===== src/e3oh_map.svh =====
// Constants for the E3 overhead serial output link.
// Included by the package and both ends; definitions only.
`ifndef E3OH_MAP_SVH
`define E3OH_MAP_SVH
// Overhead bit positions within one frame
`define E3OH_FAW_BITS 10
`define E3OH_ALARM_POS 4'ha
`define E3OH_NATL_POS 4'hb
`define E3OH_BIP_FIRST 4'hc
`define E3OH_LAST_POS 4'hf
`define E3OH_BITS_NOBIP 12
`define E3OH_BITS_BIP 16
// Overhead clock divider: half period in system clocks (200 ns period at 25 ns)
`define E3OH_CLK_PERIOD_NS 200
`define E3OH_SYS_PERIOD_NS 25
`define E3OH_HALF_DIV ((`E3OH_CLK_PERIOD_NS / `E3OH_SYS_PERIOD_NS) / 2)
`endif


===== src/e3oh_pkg.sv =====
// Types shared by both ends of the E3 overhead serial link.
// Assumes e3oh_map.svh is on the include path.
`include "e3oh_map.svh"
package e3oh_pkg;
  // Overhead bit index within a frame
  typedef logic [3:0] e3oh_pos_t;
  // One frame of overhead bits
  typedef struct packed {
    logic [9:0] faw;
    logic alarm;
    logic natl;
    logic [3:0] bip;
  } e3oh_frame_s;
endpackage


===== src/e3oh_link_if.sv =====
// Interface carrying the three overhead link wires.
// Assumes the bench joins both ends through it.
`timescale 1ns/1ps
`default_nettype none
interface e3oh_link_if;
  logic overhead_bit_clock;
  logic overhead_serial_out;
  logic overhead_frame_marker;
  // Device end drives all three wires
  modport device (
    output overhead_bit_clock,
    output overhead_serial_out,
    output overhead_frame_marker
  );
  // Terminal end only listens
  modport terminal (
    input overhead_bit_clock,
    input overhead_serial_out,
    input overhead_frame_marker
  );
endinterface
`default_nettype wire


===== src/e3oh_device.sv =====
// Device end: shifts the latest held frame's overhead bits out on a divided clock; a frame overwritten while waiting is dropped.
// Assumes frame_valid_in pulses once per frame with frame_in on sys_clk_in.
// Assumes the far end samples the link on the rise of the divided clock.
`timescale 1ns/1ps
`default_nettype none
`include "e3oh_map.svh"
module e3oh_device #(
  parameter int HALF_DIV = `E3OH_HALF_DIV
) (
  // Clock and reset
  input wire logic sys_clk_in,
  input wire logic nrst_in,
  // Frame source
  input wire e3oh_pkg::e3oh_frame_s frame_in,
  input wire logic frame_valid_in,
  input wire logic bip_enable_in,
  // Link
  e3oh_link_if.device link,
  // Status
  output logic busy_out
);
  import e3oh_pkg::*;

  // Refuse divider settings the 8-bit counter cannot serve
  if (HALF_DIV < 1 || HALF_DIV > 255) begin : g_bad_half_div
    $error("HALF_DIV must lie between 1 and 255");
  end

  typedef enum logic [1:0] {
    E3OH_IDLE = 2'b00,
    E3OH_SEND = 2'b01
  } e3oh_state_e;

  // Divider state
  logic [7:0] div_cnt;
  logic [7:0] next_div_cnt;
  logic ohclk;
  logic next_ohclk;
  logic fall;
  // Holding slot for the latest received frame
  logic [15:0] pend;
  logic [15:0] next_pend;
  logic pend_valid;
  logic next_pend_valid;
  logic pend_bip;
  logic next_pend_bip;
  logic launch;
  // Serialiser state
  e3oh_state_e state;
  e3oh_state_e next_state;
  logic [15:0] shreg;
  logic [15:0] next_shreg;
  logic cur_bip;
  logic next_cur_bip;
  e3oh_pos_t pos;
  e3oh_pos_t next_pos;
  logic sdata;
  logic next_sdata;
  logic marker;
  logic next_marker;
  logic busy;
  logic next_busy;
  logic last_bit;

  // Free running overhead clock, HALF_DIV low then HALF_DIV high
  always_comb begin
    next_div_cnt = div_cnt + 8'h01;
    next_ohclk = ohclk;
    if (div_cnt == 8'(HALF_DIV - 1)) begin
      next_div_cnt = 8'h00;
      next_ohclk = ~ohclk;
    end
  end

  // Divider registers
  always_ff @(posedge sys_clk_in or negedge nrst_in) begin
    if (!nrst_in) begin
      div_cnt <= 8'h00;
      ohclk <= 1'b0;
    end else begin
      div_cnt <= next_div_cnt;
      ohclk <= next_ohclk;
    end
  end

  // Clock about to fall: the only instant data and marker move
  assign fall = ohclk && (div_cnt == 8'(HALF_DIV - 1));
  // Start at a fall while idle; a frame landing now waits one period
  assign launch = fall && (state == E3OH_IDLE) && pend_valid && !frame_valid_in;

  // Holding slot: a newer frame overwrites one not yet launched
  always_comb begin
    next_pend = pend;
    next_pend_valid = pend_valid;
    next_pend_bip = pend_bip;
    if (frame_valid_in) begin
      next_pend = frame_in;
      next_pend_valid = 1'b1;
      next_pend_bip = bip_enable_in;
    end else if (launch) begin
      next_pend_valid = 1'b0;
    end
  end

  // Holding slot registers
  always_ff @(posedge sys_clk_in or negedge nrst_in) begin
    if (!nrst_in) begin
      pend <= 16'h0000;
      pend_valid <= 1'b0;
      pend_bip <= 1'b0;
    end else begin
      pend <= next_pend;
      pend_valid <= next_pend_valid;
      pend_bip <= next_pend_bip;
    end
  end

  // Final position: national bit, or last BIP-4 bit when enabled
  assign last_bit = (pos == (cur_bip ? `E3OH_LAST_POS : `E3OH_NATL_POS));

  // Serialiser: marker with the first bit, then one bit per link period
  always_comb begin
    next_state = state;
    next_shreg = shreg;
    next_cur_bip = cur_bip;
    next_pos = pos;
    next_sdata = sdata;
    next_marker = marker;
    next_busy = busy;
    if (fall) begin
      case (state)
        E3OH_IDLE: begin
          // Data and marker rest low between frames
          next_marker = 1'b0;
          next_sdata = 1'b0;
          if (launch) begin
            next_state = E3OH_SEND;
            next_sdata = pend[15];
            next_shreg = {pend[14:0], 1'b0};
            next_cur_bip = pend_bip;
            next_pos = 4'h0;
            next_marker = 1'b1;
            next_busy = 1'b1;
          end
        end
        E3OH_SEND: begin
          // Marker lasts exactly the first bit's period
          next_marker = 1'b0;
          if (last_bit) begin
            next_state = E3OH_IDLE;
            next_sdata = 1'b0;
            next_busy = 1'b0;
          end else begin
            // Word, alarm, national, then BIP-4 in fixed order
            next_pos = pos + 4'h1;
            next_sdata = shreg[15];
            next_shreg = {shreg[14:0], 1'b0};
          end
        end
        default: begin
          next_state = E3OH_IDLE;
          next_marker = 1'b0;
          next_sdata = 1'b0;
          next_busy = 1'b0;
        end
      endcase
    end
  end

  // Serialiser registers
  always_ff @(posedge sys_clk_in or negedge nrst_in) begin
    if (!nrst_in) begin
      state <= E3OH_IDLE;
      shreg <= 16'h0000;
      cur_bip <= 1'b0;
      pos <= 4'h0;
      sdata <= 1'b0;
      marker <= 1'b0;
      busy <= 1'b0;
    end else begin
      state <= next_state;
      shreg <= next_shreg;
      cur_bip <= next_cur_bip;
      pos <= next_pos;
      sdata <= next_sdata;
      marker <= next_marker;
      busy <= next_busy;
    end
  end

  // Link pins straight from flip-flops
  assign link.overhead_bit_clock = ohclk;
  assign link.overhead_serial_out = sdata;
  assign link.overhead_frame_marker = marker;
  // Status straight from its flip-flop
  assign busy_out = busy;
endmodule
`default_nettype wire


===== src/flat_wrapper.sv =====
// flat-port wrapper written by rule: the top's interface ports become plain ports
module e3oh_device_flat import e3oh_pkg::*;
#(
  parameter int HALF_DIV = `E3OH_HALF_DIV
)
  (sys_clk_in, nrst_in, frame_in, frame_valid_in, bip_enable_in, busy_out, link_overhead_bit_clock, link_overhead_serial_out, link_overhead_frame_marker);
  e3oh_link_if link_i ();
  input wire logic sys_clk_in;
  input wire logic nrst_in;
  input wire e3oh_pkg::e3oh_frame_s frame_in;
  input wire logic frame_valid_in;
  input wire logic bip_enable_in;
  output logic busy_out;
  output wire logic [$bits(link_i.overhead_bit_clock)-1:0] link_overhead_bit_clock;
  output wire logic [$bits(link_i.overhead_serial_out)-1:0] link_overhead_serial_out;
  output wire logic [$bits(link_i.overhead_frame_marker)-1:0] link_overhead_frame_marker;
  assign link_overhead_bit_clock = link_i.overhead_bit_clock;
  assign link_overhead_serial_out = link_i.overhead_serial_out;
  assign link_overhead_frame_marker = link_i.overhead_frame_marker;
  e3oh_device #(.HALF_DIV(HALF_DIV)) u_core (.sys_clk_in(sys_clk_in), .nrst_in(nrst_in), .frame_in(frame_in), .frame_valid_in(frame_valid_in), .bip_enable_in(bip_enable_in), .link(link_i), .busy_out(busy_out));
endmodule

===== config.mk =====
export PLATFORM = sky130hd
export DESIGN_NAME = e3oh_device_flat
export DESIGN_NICKNAME = d
export VERILOG_FILES = /design/src/e3oh_pkg.sv /design/src/e3oh_link_if.sv /design/src/e3oh_device.sv /design/src/flat_wrapper.sv
export VERILOG_INCLUDE_DIRS = /design/src
export SDC_FILE = /design/constraint.sdc
export NUM_CORES = 1
export LEC_CHECK = 0
export BUFFER_PORTS_ARGS = -buffer_cell sky130_fd_sc_hd__buf_2
export CAP_MARGIN = 5
export CORE_AREA = 5 5 95 97
export CTS_CLUSTER_DIAMETER = 200
export DETAILED_ROUTE_END_ITERATION = 7
export DIE_AREA = 0 0 100 102
export GPL_ROUTABILITY_DRIVEN = 0
export GPL_TIMING_DRIVEN = 0
export PLACE_DENSITY = 0.56
export SYNTH_ARGS = -nofsm -noshare
export SYNTH_HDL_FRONTEND = slang
export SYNTH_SLANG_ARGS = --single-unit

===== constraint.sdc =====
create_clock -name sys_clk_in -period 1.6 [get_ports sys_clk_in]
set_input_delay 0.32 -clock sys_clk_in [delete_from_list [all_inputs] [get_ports sys_clk_in]]
set_output_delay 0.32 -clock sys_clk_in [all_outputs]
set_load 0.01 [all_outputs]

==> results.md <==
• **result of the run** finished with violations
• **failing checks** setup timing
• **Post-route DRC** 0
• **routed via count** 1461
• **PwrDens** 879 mW/mm^2
• **commonest cells after routing, fill and taps aside** dfrtp_1, mux2_2, buf_2, mux2_4, nand2_1
• **Post-Layout Cell Count** 323
• **slew margin rel.** 26.3%
• **CP Data Required Time** 1.79 ns
• **clock latency on the worst-skew pair** 0.30 ns
• **Pins Over Slew Limit** 0
• **net total in the final layout** 240
• **IO buf count** 22
• **post-synthesis cell area** 0.00236 mm^2
• **initial core utilization** 29.3%
• **standard-cell rows** 33
• **count of routing violations after the opening detailed-route iteration** 60
• **fraction of power spent switching nets** 22.8%
• **maximum number of pins on one net before global-route repair** 51
• **sequential group share of total power** 54.7%
• **Die Outline Area** 0.0102 mm^2
• **data arrival time of the critical path** 1.94 ns
• **Leak Pwr** 0.00127 uW
• **average detailed-routed wire length per instance** 13.3 um
• **sequential area share after synthesis** 53.1%
• **clock group share of total power** 34.4%
• **category of the most critical setup path** register to register
• **Pre-Repair DR Iteration Count** 4
• **post-synthesis cell type count** 39
• **switching power** 581 uW
• **proportion of power drawn by combinational gates** 10.9%
• **critical path startpoint category** register
• **unrepaired setup endpoints after global routing** yes
• **main area contributors after synthesis** dfrtp_1, mux2_2, mux2_4
• **number of clock sinks seen by CTS** 50
• **buffer cell driving the clock tree root** clkbuf_8
• **number of vias per cell after detailed routing** 4.52
• **cell taking the most area after synthesis** dfrtp_1
• **floorplan die height** 102 um
• **Final Cycle Share** 109%
• **time the worst path needs with I/O delays and setup** 1.74 ns
• **most common cell after layout, fill and taps aside** dfrtp_1
• **maximum frequency from static timing analysis** 573 MHz
• **Post-Synthesis Net Count** 198
• **GRT Total Usage** 9.19%
• **top cell type's share of synthesized area** 53.1%
• **number of antenna violations at the first check in global routing** 0
• **deepest level of the CTS H-tree** 2
• **antenna viol nets, final** 0
• **final antenna diode count** 0
• **Post-Syn Area per Cell** 13.4 um^2
• **Synth Instances** 176
• **largest fanout on the critical path** 5
• **Pint** 1970 uW
• **Finish-stage setup viols** 14
• **TritonCTS clock tree** yes
• **max-cap check violation count** 0
• **Final WS setup** -0.144 ns
• **number of register bits inferred by synthesis** 50
• **number of warning messages in the yosys log** 0
• **Inst Count DP** 303
• **total grt overflow** 0
• **endpoint kind of the worst setup timing path** register
• **core region area** 0.00805 mm^2
• **number of I/O pins** 24
• **maximum number of buffers from clock root to sink** 2
• **Filler Cells Inserted** 810
• **ratio of cells with drive above 1 in the final layout** 53.2%
• **wire length of the first global-routing pass** 7530 um
• **Final HPWL DP** 2870 um
• **area growth from synthesis to final layout** 22.9%
• **Die Span X** 100 um
• **Hold Fails Final Rpt** 0
• **via count of the first global-routing pass** 1529
• **aggregate routed wire length** 4290 um
• **Storage cell area** 0.00125 mm^2
• **Worst Hold Margin** 0.215 ns
• **total clock buffers created by CTS** 5
• **Setup Skew** 0.00675 ns
• **Tightest Pin Transition** 1.11 ns
• **Min-Delay Path Class** input pin to asynchronous set/reset pin
• **clock-pin transition on the worst setup and hold timing paths** 0.09 ns
• **VDD IR-drop max** 0.351 mV
• **area used by multi-input combinational logic** 0.00109 mm^2
-- what timing repair did --
item	CTS	global route
setup endpoints to repair	16	20
buffers inserted	11	3
hold buffers	0	0
pin swaps	4	2
gates cloned	1	0
resized for setup	13	13
-- worst max-delay path: stages, from the launching register on --
cell,delay (ns)
dfrtp_2,0.44
nor4b_4,0.35
nand3_4,0.13
a21oi_4,0.18
buf_12,0.13
buf_12,0.11
mux2_4,0.29
-- layout make-up --
type	instances	area share [%]
flip-flops and latches	50	43.3
multi-input cells	117	37.5
repair buffers	35	8.29
well taps	105	4.53
clock buffers	5	2.37
plain buffers	6	2.11
clock inverters	2	1.34
inverters	3	0.518
-- final timing paths --
| kind | depth (start not counted) | to | start | slack, ns |
|---|---|---|---|---|
| hold / removal | 1 | u_core.div_cnt[1] | nrst_in | 0.21 |
| max in group asynchronous | 1 | u_core.div_cnt[6] | nrst_in | 0.65 |
| setup / recovery | 6 | u_core.shreg[6] | u_core.div_cnt[6] | -0.14 |
| min in group sys_clk_in | 2 | u_core.pend[9] | frame_in[9] | 0.24 |
| hold reg to reg | 2 | u_core.link.overhead_frame_marker | u_core.link.overhead_frame_marker | 0.48 |
| setup reg to reg | 6 | u_core.shreg[6] | u_core.div_cnt[6] | -0.14 |
-- cell families after synthesis --
| kind of cell | after synthesis | share of synthesized area [%] |
|---|---|---|
| compound gates | 18 | 5.15 |
| fa+ha+maj | 2 | 1.06 |
| mux | 46 | 23.4 |
| flops | 50 | 53.1 |
| buf+inv | 9 | 3.02 |
| simple gates | 44 | 11.7 |
| xor+xnor | 7 | 2.60 |
-- routing by layer --
layer | up-vias | global-route usage (%) | routed length [um]
met1 | 725 | 12.4 | 2060
met5 | - | 0 | 0
met3 | 7 | 1.77 | 138
met2 | 20 | 14.6 | 2010
li1 | 709 | - | -
met4 | 0 | 3.73 | 84
-- Yosys cell counts, drive strengths merged --
library cell and n:
nor2b 3, nand3b 1, xor2 3, buf 3, and3 4, and4b 1
o2bb2ai 1, mux2 46, nor2 5, nor4b 1, xnor2 4, nand4 2
o311ai 1, nand2b 1, a31oi 1, a21oi 2, a21o 1, clkbuf 3
o211ai 2, ha 2, inv 3, nand2 11, dfrtp 50, nand3 10
nor3 2, or2 2, o21ai 10, or3b 1
-- power by group through the flow --
| stage | clock, uW | sequential [uW] | combinational, uW |
|---|---|---|---|
| 3_3_place_gp | 0 | 1420 | 258 |
| 4_1_cts | 893 | 1390 | 272 |
| 2_1_floorplan | 0 | 1410 | 181 |
| 3_5_place_dp | 0 | 1420 | 262 |
| 6_report | 877 | 1390 | 277 |
| 5_1_grt | 944 | 1410 | 312 |
-- flip-flops by register name, summed over array words and instances (netlist names) --
name and flops:
u_core.link.overhead_frame_marker 1, u_core.pend_bip 1, u_core.link.overhead_serial_out 1, u_core.div_cnt 8, u_core.shreg 15, u_core.pos 4
u_core.pend 16, u_core.state 1, u_core.pend_valid 1, u_core.link.overhead_bit_clock 1, u_core.cur_bip 1
-- stage by stage --
stage	utilization (%)	TNS [ns]	setup WS [ns]	cell area (um^2)	power (uW)
after global routing	36.0	-2.28	-0.191	2900	2660
after floorplan	-	-1.24	-0.127	2360	1590
after global placement	32.3	-4.11	-0.316	2600	1670
after detailed placement	32.3	-4.47	-0.318	2600	1680
after CTS	35.8	-1.96	-0.148	2880	2560
final	36.0	-1.58	-0.144	2900	2550
No activity file was read; power rests on OpenSTA's default activity.
